### config.mk
export PLATFORM = sky130hd
export DESIGN_NAME = tsg_ctrl
export DESIGN_NICKNAME = d
export VERILOG_FILES = /design/src/tsg_pkg.sv /design/src/tsg_edge.sv /design/src/tsg_ctr.sv /design/src/tsg_ctrl.sv
export SDC_FILE = /design/constraint.sdc
export NUM_CORES = 1
export LEC_CHECK = 0
export ABC_AREA = 1
export BUFFER_PORTS_ARGS = -buffer_cell sky130_fd_sc_hd__buf_2
export CAP_MARGIN = 30
export CORE_MARGIN = 2
export CORE_UTILIZATION = 45
export CTS_CLUSTER_DIAMETER = 30
export DETAILED_ROUTE_END_ITERATION = 10
export PLACE_DENSITY = 0.66
export SLEW_MARGIN = 0
export SYNTH_ARGS = -nofsm -noshare
export SYNTH_HDL_FRONTEND = slang
export SYNTH_SLANG_ARGS = --single-unit
### constraint.sdc
create_clock -name clk -period 3.3 [get_ports clk]
set_clock_uncertainty 0.15 [all_clocks]
set_input_delay 0.495 -clock clk [delete_from_list [all_inputs] [get_ports clk]]
set_output_delay 0.495 -clock clk [all_outputs]
set_load 0.01 [all_outputs]
### src/tsg_pkg.sv
// package of constants and types for the trigger source and gate control block
package tsg_pkg;
  // ****************************************
  // widths
  // ****************************************
  localparam int LOOP_W  = 20;
  localparam int TIMER_W = 32;

  localparam logic [LOOP_W-1:0] LOOP_MIN = 20'h0_0001;
  localparam logic [LOOP_W-1:0] LOOP_MAX = 20'hF_4240; // 1,000,000
  localparam logic [TIMER_W-1:0] TIMER_MIN = 32'h0000_0001;

  // time unit for start-to-start spacing, in ns, and clock period
  localparam int TIME_UNIT_NS = 20;
  localparam int CLK_NS       = 20;
  localparam int UNIT_CYC     = (TIME_UNIT_NS + CLK_NS - 1) / CLK_NS;
  localparam logic [TIMER_W-1:0] UNIT_CYC_V = TIMER_W'(UNIT_CYC);

  // ****************************************
  // encodings
  // ****************************************
  typedef enum logic [1:0] {
    RUN_CONT = 2'h0,
    RUN_TRIG = 2'h1,
    RUN_GATE = 2'h3
  } tsg_run_t;

  typedef enum logic [2:0] {
    SRC_EXT   = 3'h0,
    SRC_EVENT = 3'h1,
    SRC_BUS   = 3'h2,
    SRC_INT   = 3'h3,
    SRC_MAN   = 3'h4
  } tsg_src_t;

  typedef enum logic [1:0] {
    SLOPE_RISE = 2'h0,
    SLOPE_FALL = 2'h1,
    SLOPE_BOTH = 2'h2
  } tsg_slope_t;

  typedef enum logic [1:0] {
    TMR_OFF       = 2'h0,
    TMR_START     = 2'h1,
    TMR_STOPSTART = 2'h2
  } tsg_tmr_t;

  typedef enum logic [1:0] {
    ST_IDLE = 2'h0,
    ST_RUN  = 2'h1,
    ST_WAIT = 2'h3
  } tsg_state_t;

  // feature bit positions in the permitted-feature vector
  localparam int FT_ARM   = 0;
  localparam int FT_DELAY = 1;
  localparam int FT_BURST = 2;
  localparam int FT_OVR   = 3;
  localparam int FT_WIDTH = 4;
  localparam int FT_HOLD  = 5;
  localparam int FT_TIMER = 6;
  localparam int FT_RETRG = 7;
  localparam int FT_W     = 8;

  localparam logic [FT_W-1:0] FEAT_EXT   = 8'h3E;
  localparam logic [FT_W-1:0] FEAT_EVENT = 8'hC7;
  localparam logic [FT_W-1:0] FEAT_INT   = 8'hC4;
  localparam logic [FT_W-1:0] FEAT_BUS   = 8'h3F;
  localparam logic [FT_W-1:0] FEAT_MAN   = 8'h0E;
  localparam logic [FT_W-1:0] FEAT_NONE  = 8'h00;
endpackage : tsg_pkg

### src/tsg_edge.sv
// synchroniser and selectable edge detector for one outside input
`timescale 1ns/1ps
module tsg_edge
(
  input  wire logic               clk,
  input  wire logic               resetn,
  input  wire logic               pin,
  input  wire tsg_pkg::tsg_slope_t slope,
  output logic                    level,
  output logic                    pulse
);
  import tsg_pkg::*;

  logic       s1_r;
  logic       s2_r;
  logic       s3_r;
  logic       lvl_r;
  logic       lvl_nxt;
  logic       rise;
  logic       fall;

  // ****************************************
  // three stage capture
  // ****************************************
  always_ff @(posedge clk or negedge resetn)
  begin
    if (!resetn)
    begin
      s1_r  <= 1'b0;
      s2_r  <= 1'b0;
      s3_r  <= 1'b0;
      lvl_r <= 1'b0;
    end
    else
    begin
      s1_r  <= pin;
      s2_r  <= s1_r;
      s3_r  <= s2_r;
      lvl_r <= lvl_nxt;
    end
  end

  // level moves only once stages two and three agree, one pulse per move
  assign lvl_nxt = (s2_r == s3_r) ? s3_r : lvl_r;
  assign rise    = lvl_nxt & ~lvl_r;
  assign fall    = ~lvl_nxt & lvl_r;
  assign level   = lvl_r;
  assign pulse   = (slope == SLOPE_RISE) ? rise :
                   (slope == SLOPE_FALL) ? fall :
                   (slope == SLOPE_BOTH) ? (rise | fall) : 1'b0;
endmodule : tsg_edge

### src/tsg_ctr.sv
// loadable down counter reporting when it reaches one
`timescale 1ns/1ps
module tsg_ctr
#(
  parameter int W = 20
)
(
  input  wire logic         clk,
  input  wire logic         resetn,
  input  wire logic         load,
  input  wire logic [W-1:0] value,
  input  wire logic         dec,
  output logic              last
);
  logic [W-1:0] cnt_r;
  logic [W-1:0] cnt_nxt;

  // ****************************************
  // count
  // ****************************************
  assign cnt_nxt = load ? value : (dec && cnt_r > W'(1)) ? cnt_r - W'(1) : cnt_r;
  assign last    = (cnt_r <= W'(1));

  always_ff @(posedge clk or negedge resetn)
  begin
    if (!resetn)
      cnt_r <= W'(1);
    else
      cnt_r <= cnt_nxt;
  end
endmodule : tsg_ctr

### src/tsg_ctrl.sv
// trigger source selection, gating, arming and loop control for one channel
`timescale 1ns/1ps
module tsg_ctrl
(
  input  wire logic                           clk,
  input  wire logic                           resetn,
  input  wire logic                           trig_pin,
  input  wire logic                           event_pin,
  input  wire logic                           manual_trigger_button,
  input  wire logic                           bus_trigger,
  input  wire logic                           bus_abort,
  input  wire tsg_pkg::tsg_run_t              run_mode,
  input  wire tsg_pkg::tsg_src_t              source,
  input  wire logic                           armed_mode,
  input  wire tsg_pkg::tsg_slope_t            trig_slope,
  input  wire logic                           event_slope_fall,
  input  wire logic                           gate_level_high,
  input  wire tsg_pkg::tsg_slope_t            gate_open_slope,
  input  wire tsg_pkg::tsg_slope_t            gate_close_slope,
  input  wire tsg_pkg::tsg_tmr_t              timer_mode,
  input  wire logic [tsg_pkg::TIMER_W-1:0]    timer_interval,
  input  wire logic [tsg_pkg::LOOP_W-1:0]     wave_loops,
  input  wire logic [tsg_pkg::LOOP_W-1:0]     seq_loops,
  input  wire logic                           seq_enable,
  input  wire logic                           jump_bit,
  input  wire logic                           cycle_done,
  output logic                                start_pulse,
  output logic                                step_advance,
  output logic                                seq_wrap,
  output logic                                output_active,
  output logic                                idle_dc,
  output logic                                gate_open,
  output logic                                delay_allowed,
  output logic [tsg_pkg::FT_W-1:0]            feature_allow,
  output logic                                config_error
);
  import tsg_pkg::*;

  // ****************************************
  // declarations
  // ****************************************
  tsg_state_t             state_r;
  tsg_state_t             state_nxt;
  logic                   gate_r;
  logic                   gate_nxt;
  logic                   enabled_r;
  logic                   enabled_nxt;
  logic                   start_r;
  logic                   step_r;
  logic                   wrap_r;
  logic                   dc_r;
  logic [TIMER_W-1:0]     tmr_r;
  logic [TIMER_W-1:0]     tmr_nxt;
  logic                   tmr_wait_r;
  logic                   trig_lvl;
  logic                   trig_edge;
  logic                   gopen_edge;
  logic                   gclose_edge;
  logic                   event_lvl;
  logic                   event_edge;
  logic                   man_lvl;
  logic                   man_rise;
  tsg_slope_t             event_slope;
  logic                   timer_on;
  logic                   en_ext;
  logic                   en_event;
  logic                   en_bus;
  logic                   en_int;
  logic                   en_man;
  logic                   tmr_fire;
  logic [TIMER_W-1:0]     tmr_reload;
  logic                   src_trig;
  logic                   gate_in_lvl;
  logic                   gate_in_open;
  logic                   gate_in_close;
  logic                   gated;
  logic                   wave_last;
  logic                   seq_last;
  logic                   cycle_end;
  logic                   jump_ok;
  logic                   loops_bad;
  logic [LOOP_W-1:0]      wave_ld;
  logic [LOOP_W-1:0]      seq_ld;
  logic                   begin_run;

  // ****************************************
  // input capture
  // ****************************************
  // trigger input sampled once for trigger slope; the gating level of the chosen input once per gate slope
  tsg_edge u_trig
  (
    .clk    (clk),
    .resetn (resetn),
    .pin    (trig_pin),
    .slope  (trig_slope),
    .level  (trig_lvl),
    .pulse  (trig_edge)
  );

  tsg_edge u_gopen
  (
    .clk    (clk),
    .resetn (resetn),
    .pin    (gated ? gate_in_lvl : 1'b0),
    .slope  (gate_open_slope),
    .level  (),
    .pulse  (gopen_edge)
  );

  tsg_edge u_gclose
  (
    .clk    (clk),
    .resetn (resetn),
    .pin    (gated ? gate_in_lvl : 1'b0),
    .slope  (gate_close_slope),
    .level  (),
    .pulse  (gclose_edge)
  );

  // event input has no both-edges choice
  assign event_slope = event_slope_fall ? SLOPE_FALL : SLOPE_RISE;

  tsg_edge u_event
  (
    .clk    (clk),
    .resetn (resetn),
    .pin    (event_pin),
    .slope  (event_slope),
    .level  (event_lvl),
    .pulse  (event_edge)
  );

  tsg_edge u_man
  (
    .clk    (clk),
    .resetn (resetn),
    .pin    (manual_trigger_button),
    .slope  (SLOPE_RISE),
    .level  (man_lvl),
    .pulse  (man_rise)
  );

  // ****************************************
  // source enables per run mode and source
  // ****************************************
  // one source selected at a time, but SRC_EXT in triggered mode enables both the trigger pin and the button
  assign timer_on = (timer_mode != TMR_OFF) && (source == SRC_INT);
  assign gated    = (run_mode == RUN_GATE);
  assign en_ext   = (source == SRC_EXT) && !timer_on
                    && (run_mode != RUN_CONT || armed_mode);
  assign en_man   = (source == SRC_EXT) && !timer_on
                    && (run_mode == RUN_TRIG);
  assign en_event = (source == SRC_EVENT) && !timer_on
                    && (run_mode != RUN_CONT || armed_mode);
  assign en_bus   = (source == SRC_BUS) && !timer_on && !gated
                    && (run_mode != RUN_CONT || armed_mode);
  assign en_int   = timer_on && (run_mode == RUN_TRIG);

  // gating level follows the chosen input; button gates in front-panel initiate
  assign gate_in_lvl = (source == SRC_MAN) ? man_lvl :
                       (source == SRC_EVENT) ? event_lvl : trig_lvl;
  assign gate_in_open  = gopen_edge && (gate_in_lvl == gate_level_high);
  assign gate_in_close = gclose_edge && (gate_in_lvl != gate_level_high);

  // ****************************************
  // internal timer
  // ****************************************
  // start-to-start counts from each start; stop-to-start from each cycle end
  assign tmr_reload = (timer_mode == TMR_START) ? TIMER_W'(timer_interval * UNIT_CYC_V)
                                                : timer_interval;
  assign tmr_fire   = en_int && !tmr_wait_r && (tmr_r <= TIMER_MIN);
  assign tmr_nxt    = !en_int ? tmr_reload :
                      (tmr_fire && timer_mode == TMR_START) ? tmr_reload :
                      (timer_mode == TMR_STOPSTART && cycle_end) ? tmr_reload :
                      (!tmr_wait_r && tmr_r > TIMER_MIN) ? tmr_r - TIMER_MIN : tmr_r;

  always_ff @(posedge clk or negedge resetn)
  begin
    if (!resetn)
    begin
      tmr_r      <= TIMER_MIN;
      tmr_wait_r <= 1'b0;
    end
    else
    begin
      tmr_r      <= tmr_nxt;
      // stop-to-start holds the count while a cycle is running
      tmr_wait_r <= en_int && (timer_mode == TMR_STOPSTART)
                    && (tmr_fire || (tmr_wait_r && !cycle_end));
    end
  end

  // ****************************************
  // trigger merge
  // ****************************************
  assign src_trig = (en_ext && trig_edge) || (en_man && man_rise)
                    || (en_event && event_edge) || (en_bus && bus_trigger)
                    || tmr_fire;

  // ****************************************
  // loop counters
  // ****************************************
  // out-of-range counts are clamped and flagged
  assign wave_ld = (wave_loops < LOOP_MIN) ? LOOP_MIN :
                   (wave_loops > LOOP_MAX) ? LOOP_MAX : wave_loops;
  assign seq_ld  = (seq_loops < LOOP_MIN) ? LOOP_MIN :
                   (seq_loops > LOOP_MAX) ? LOOP_MAX : seq_loops;
  assign loops_bad = (wave_loops < LOOP_MIN) || (wave_loops > LOOP_MAX)
                     || (seq_loops < LOOP_MIN) || (seq_loops > LOOP_MAX);

  assign begin_run = (state_nxt == ST_RUN) && (state_r == ST_IDLE);
  // a step moves on at a plain step end, or when the jump event ends a wait
  assign jump_ok   = (cycle_end && wave_last && !jump_bit)
                     || (state_r == ST_WAIT && state_nxt == ST_RUN);
  assign cycle_end = (state_r == ST_RUN) && cycle_done;

  tsg_ctr #(.W(LOOP_W)) u_wave
  (
    .clk    (clk),
    .resetn (resetn),
    .load   (begin_run || (seq_enable && jump_ok) || (state_r == ST_IDLE)),
    .value  (wave_ld),
    .dec    (cycle_end),
    .last   (wave_last)
  );

  tsg_ctr #(.W(LOOP_W)) u_seq
  (
    .clk    (clk),
    .resetn (resetn),
    .load   (begin_run || (state_r == ST_IDLE)),
    .value  (seq_ld),
    .dec    (seq_wrap),
    .last   (seq_last)
  );

  // ****************************************
  // run state machine
  // ****************************************
  // gated mode is forced armed, so the self-armed start never applies;
  // in gated mode the enable is the gate itself, so no stale enable carries over
  assign enabled_nxt = bus_abort ? 1'b0 :
                       (gated ? gate_nxt
                              : (enabled_r || !armed_mode ||
                                 (run_mode == RUN_CONT && en_event && event_edge)));
  assign gate_nxt    = bus_abort ? 1'b0 :
                       gate_in_open ? 1'b1 : gate_in_close ? 1'b0 : gate_r;

  always_comb
  begin
    state_nxt = state_r;
    case (state_r)
      ST_IDLE:
        if (!bus_abort && ((gated && gate_in_open) ||
            (!gated && enabled_nxt && (run_mode == RUN_CONT || src_trig))))
          state_nxt = ST_RUN;
      ST_RUN:
        if (bus_abort || (gated && gate_in_close))
          state_nxt = ST_IDLE;
        else if (cycle_end && wave_last && seq_enable && jump_bit)
          state_nxt = ST_WAIT;
        else if (cycle_end && wave_last && (!seq_enable || seq_last)
                 && run_mode == RUN_TRIG)
          state_nxt = ST_IDLE;
      ST_WAIT:
        if (bus_abort || (gated && gate_in_close))
          state_nxt = ST_IDLE;
        else if (event_edge)
          state_nxt = ST_RUN;
      default:
        state_nxt = ST_IDLE;
    endcase
  end

  always_ff @(posedge clk or negedge resetn)
  begin
    if (!resetn)
    begin
      state_r   <= ST_IDLE;
      gate_r    <= 1'b0;
      enabled_r <= 1'b0;
      start_r   <= 1'b0;
      step_r    <= 1'b0;
      wrap_r    <= 1'b0;
      dc_r      <= 1'b0;
    end
    else
    begin
      state_r   <= state_nxt;
      gate_r    <= gate_nxt;
      enabled_r <= enabled_nxt;
      start_r   <= begin_run;
      step_r    <= seq_enable && jump_ok;
      wrap_r    <= seq_enable && jump_ok && !seq_last;
      dc_r      <= (armed_mode || gated) && !enabled_nxt;
    end
  end

  // ****************************************
  // outputs
  // ****************************************
  assign start_pulse   = start_r;
  assign step_advance  = step_r;
  assign seq_wrap      = wrap_r;
  assign output_active = (state_r != ST_IDLE) && (!gated || gate_r);
  assign idle_dc       = dc_r;
  assign gate_open     = gate_r;
  assign delay_allowed = !gated && feature_allow[FT_DELAY];
  assign feature_allow = gated ? (FEAT_EXT & ~(8'h01 << FT_RETRG)) :
                         (source == SRC_EXT)   ? FEAT_EXT :
                         (source == SRC_EVENT) ? FEAT_EVENT :
                         (source == SRC_INT)   ? FEAT_INT :
                         (source == SRC_BUS)   ? FEAT_BUS :
                         (source == SRC_MAN)   ? FEAT_MAN : FEAT_NONE;
  assign config_error  = loops_bad || (gated && !armed_mode)
                         || (gated && (source == SRC_BUS || source == SRC_INT));
endmodule : tsg_ctrl

Yosys cells after proc, flatten, opt, wreduce, memory -nomap -nowiden
Cells that the tools add are included.

Output and inout bits: 16. Input port bits: 98. Word-level logic and storage cells: 235. Register bits: 98.

Add/subtract/negate cells: 3. Mux-type cells: 51. Reductions and logical operators: 95. Magnitude comparators: 10. Bitwise logic cells: 22. Equal/unequal tests: 26.

Operator list (count): $mux W20 (8); $mux W32 (4); $logic_and A1 B1 Y1 (49); $gt A20 B1 Y1 const B (2); $gt A20 B20 Y1 const B (2); $le A20 B1 Y1 const B (2); $lt A20 B1 Y1 const B (2); $sub A20 B1 Y20 const B (2); $gt A32 B1 Y1 const B (1); $le A32 B1 Y1 const B (1); $mux W8 (4); $sub A32 B1 Y32 const B (1); $mux W1 (26); $logic_or A1 B1 Y1 (24); $eq A2 B1 Y1 const B (7); $eq A2 B2 Y1 const B (6); $logic_not A2 Y1 (6); $mux W2 (6); $logic_not A1 Y1 (10); $reduce_bool A2 Y1 (5); $and A1 B1 Y1 (9); $not A1 Y1 (9); $eq A3 B2 Y1 const B (2); $mux W6 (1); other kinds (11) (18).

Depth between registers and ports, before layout
Depth in word-level cells: 27. Gate-level depth with buffers: 22. Gate-level depth less buffers: 22.

Hierarchy
Synthesis repeated with hierarchy kept, for this count alone.

Cells, all modules: 1143. Area, all modules: 7323.3 um^2.

By module, submodules not included: tsg_ctrl (times used 1, cells each 571, seq. area each 1027.2 um^2, area each 3504.6 um^2); tsg_ctr (times used 2, cells each 241, seq. area each 501.7 um^2, area each 1483.9 um^2); tsg_edge (times used 5, cells each 18, seq. area each 100.1 um^2, area each 170.2 um^2).

Worst setup path after synthesis
No wires, ideal clock.

Path kind: in2out. Start: input port seq_loops[4] (netlist bit). End: output port config_error. Data arrival time: 1801 ps. Setup slack: 854 ps. Stages: 8. Path buffers: 1. Data required time: 2655 ps. Cells stage by stage: or2_2 -> o21ai_0 -> nand2_1 -> a21oi_1 -> nor2_1 -> o21bai_1 -> buf_2 -> nand4_1.

Word-level cells in the longest chain between the ends: 5. Elaborated cells on any way between the ends: 6. Classes of those cells: 2 x order compare; 4 x reduce/logical.

RTL lines: start, declared (line tsg_ctrl.sv:23) `input wire logic [tsg_pkg::LOOP_W-1:0] seq_loops,`; $lt A20 B1 Y1 (line tsg_ctrl.sv:209) `|| (seq_loops < LOOP_MIN) || (seq_loops > LOOP_MAX);`; $logic_or A1 B1 Y1 (line tsg_ctrl.sv:209); $logic_or A1 B1 Y1 * (line tsg_ctrl.sv:209); $logic_or A1 B1 Y1 * (line tsg_ctrl.sv:315) `assign config_error = loops_bad || (gated && !armed_mode)`; $logic_or A1 B1 Y1 * (line tsg_ctrl.sv:316) `|| (gated && (source == SRC_BUS || source == SRC_INT));`; end, declared (line tsg_ctrl.sv:35) `output logic config_error`.

Every way passes the cells marked *; elsewhere a longest branch is shown, timed or not.

Worst setup path after layout
Start: input port wave_loops[11] (netlist bit). End: output port config_error.

Word-level cells in the longest chain between the ends: 6. Elaborated cells on any way between the ends: 7. Classes of those cells: 2 x order compare; 5 x reduce/logical.

RTL lines: start, declared (line tsg_ctrl.sv:22) `input wire logic [tsg_pkg::LOOP_W-1:0] wave_loops,`; $lt A20 B1 Y1 / $gt A20 B20 Y1 (equally long branches) (line tsg_ctrl.sv:208) `assign loops_bad = (wave_loops < LOOP_MIN) || (wave_loops > LOOP_MAX)`; $logic_or A1 B1 Y1 * (line tsg_ctrl.sv:208); $logic_or A1 B1 Y1 * (2 in series) (line tsg_ctrl.sv:209); $logic_or A1 B1 Y1 * (line tsg_ctrl.sv:315); $logic_or A1 B1 Y1 * (line tsg_ctrl.sv:316).

Marked as above.

==> reports/results.ini <==
[run_status]
outcome=finished clean

[global_route]
grt_usage_pct=22.4
grt_pass1_wl_um=29300
grt_max_degree=40
grt_pass1_vias=6070
antenna_found_initial=0
grt_overflow_total=0

[floorplan]
io_pins=114
initial_core_util_pct=46.3
core_mm2=0.0146
die_y_um=127
rows=44
die_area_mm2=0.0160
die_w_um=127

[detailed_routing]
ant_nets=0
routed_via_density=5.15
drcViolationCount=0
wirelength_um=17700
via_count=6416
drtIter0Drc=410
firstDrtPassIters=5
wl_per_cell_um=14.2

[hold_path]
hold_class=input pin to flop
min_from=trig_pin

[power_and_ir_drop]
power.leakage_nw=3.83
powerDensity_mw_per_mm2=419
worst_ir_drop_vdd_uv=288
total_power_mw=3.28

[cells_and_area]
fillers=1489
diodes=0
nets=1165
drive_above_1_share_pct=19.6
syn_to_final_growth_pct=15.6
design_area_mm2=0.00782

[setup_path]
required_ns=2.65
path_class=input pin to output port
worstReg2RegStart=tmr_r[0]
cp-startpoint=wave_loops[11]
endpoint_kind=output port
critical_path_arrival_ns=2.12
critPathLaunchType=input pin
path_max_fanout=14

[clock_tree]
cts_buffers=9
path_clk_slew_ns=0.07
clock_sinks=98
tritoncts=yes
cts_setup_buffers=0
clk_path_buf_depth=2
h-tree-depth=3
cts_root_buf=clkbuf_16
cts_resized=0
holdBufCountCts=1
insertion_delay_ns=0.35

[yosys]
synth_area_mm2=0.00676
synth.avg_cell_area_um2=7.18
ys_warn_count=0
yosysUniqueCellTypes=53
ys_ff_latch=98
syn-num-nets=1050
async_reset_ff_share_pct=100
synth_edf_count=0
syn_inst=941
synth_flop_cell=dfrtp_1
yosysSeqAreaShare_pct=36.3

[flow_run]
drv_cap=0

[placement]
place_area_mm2=0.00751
gp_congestion=0.882
place_hpwl_um=13400
portBuffers=113

[timing]
slew_headroom_pct=43.0
hold_viol_final=0
rsz0062_at_grt=false
fin_tns_setup_ns=0
slew_violations=0
finalCriticalPeriod_ns=2.77
timing.final.crit_share_pct=83.9
tightest_slew_ns=0.855
fmax_mhz=361
setup_viol=0

worst max-delay path, stage by stage:
cell	delay [ns]
buf_2	0.10
nor2_1	0.17
nand3_1	0.12
o211ai_1	0.19
nand3_1	0.08
o21ai_0	0.08
nand2_1	0.14
inv_1	0.36
nor2_1	0.14
nand4_1	0.10
buf_2	0.13
per-layer routing:
| layer | track usage [%] | vias up | share of wire [%] |
|---|---|---|---|
| li1 | - | 3312 | - |
| met1 | 31.1 | 2960 | 48 |
| met2 | 36.7 | 131 | 47 |
| met3 | 4.34 | 13 | 3.8 |
| met4 | 4.85 | 0 | 0.92 |
| met5 | 0 | - | 0 |
where the power goes:
group | internal, mW | switching [mW] | total, mW
Sequential | 1.33 | 0.150 | 1.48
Clock | 0.579 | 0.492 | 1.07
Combinational | 0.280 | 0.444 | 0.724
Total | 2.19 | 1.09 | 3.28
worst paths after layout:
| path | to | slack, ns | cells past startpoint |
|---|---|---|---|
| max | config_error | 0.53 | 11 |
| min | u_trig.s1_r | 0.09 | 1 |
| max reg2reg | tmr_r[22] | 0.54 | 13 |
| min reg2reg | u_trig.s2_r | 0.20 | 0 |
| max in group asynchronous | tmr_r[0] | 1.60 | 3 |
| min in group asynchronous | u_seq.cnt_r[4] | 0.51 | 2 |
cells in the mapped netlist, types with 3 or more instances:
master | count | share of area, %
a21oi_1 | 56 | 4.1
a21oi_2 | 10 | 1.3
a22oi_1 | 6 | 0.67
a31oi_1 | 7 | 0.65
buf_2 | 6 | 0.44
buf_4 | 3 | 0.33
clkbuf_1 | 6 | 0.33
dfrtp_1 | 95 | 35
dfstp_2 | 3 | 1.2
ha_1 | 11 | 2.0
inv_1 | 111 | 6.2
inv_2 | 8 | 0.44
nand2_1 | 199 | 11
nand2_2 | 9 | 0.83
nand3_1 | 55 | 4.1
nand3b_1 | 3 | 0.33
nand4_1 | 22 | 2.0
nor2_1 | 145 | 8.1
nor2_2 | 10 | 0.93
nor2_4 | 7 | 1.2
nor3_1 | 23 | 1.7
nor4_1 | 7 | 0.65
o211ai_1 | 10 | 1.1
o21ai_0 | 30 | 2.2
o21ai_1 | 3 | 0.22
o221ai_1 | 10 | 1.3
or2_2 | 9 | 0.83
xnor2_1 | 7 | 0.91
xor2_1 | 35 | 4.5
sequential cells by signal (all words and copies together), names as in the netlist, 2 cells and up:
signal	flops
state_r	2
tmr_r	32
u_seq.cnt_r	20
u_wave.cnt_r	20
stage by stage:
step / utilization (%) / setup WS (ns) / instances / hold slack [ns]
floorplan: - / 0.854 / 941 / 0.0494
global placement: 51.4 / 0.509 / 1228 / 0.181
detailed placement: 51.4 / 0.485 / 1228 / 0.185
CTS: 53.6 / 0.474 / 1245 / 0.0791
global route: 53.6 / 0.239 / 1245 / 0.0796
finish: 53.6 / 0.532 / 1245 / 0.0916
kinds of logic (layout without fill, tap and decap cells):
family	count (synthesis)	after routing	synth area share, %
adders and majority gates	11	11	2.04
xor gates and xnor gates	42	42	5.44
buffers and inverters	140	260	8.48
AOI/OAI and AO/OA	146	146	13.3
DFF	98	98	36.3
and+or+nand+nor	504	504	34.5
layout by cell type (no fill, tap or decap), types with 11 or more instances in the layout:
master / n
a21oi_1: 56
xor2_1: 35
ha_1: 11
nand4_1: 22
nor2_1: 145
nand3_1: 55
o21ai_0: 30
dfrtp_1: 95
nand2_1: 199
inv_1: 111
nor3_1: 23
buf_2: 112
final cells by class:
type,instances,area [um2],area share (%)
inverters,122,460,5.89
flip-flops and latches,98,2460,31.4
clock buffers,12,267,3.41
clock inverters,4,33.8,0.432
multi-input cells,703,3730,47.7
repair buffers,122,638,8.16
well taps,184,230,2.95
(Power assumes the default switching activity.)
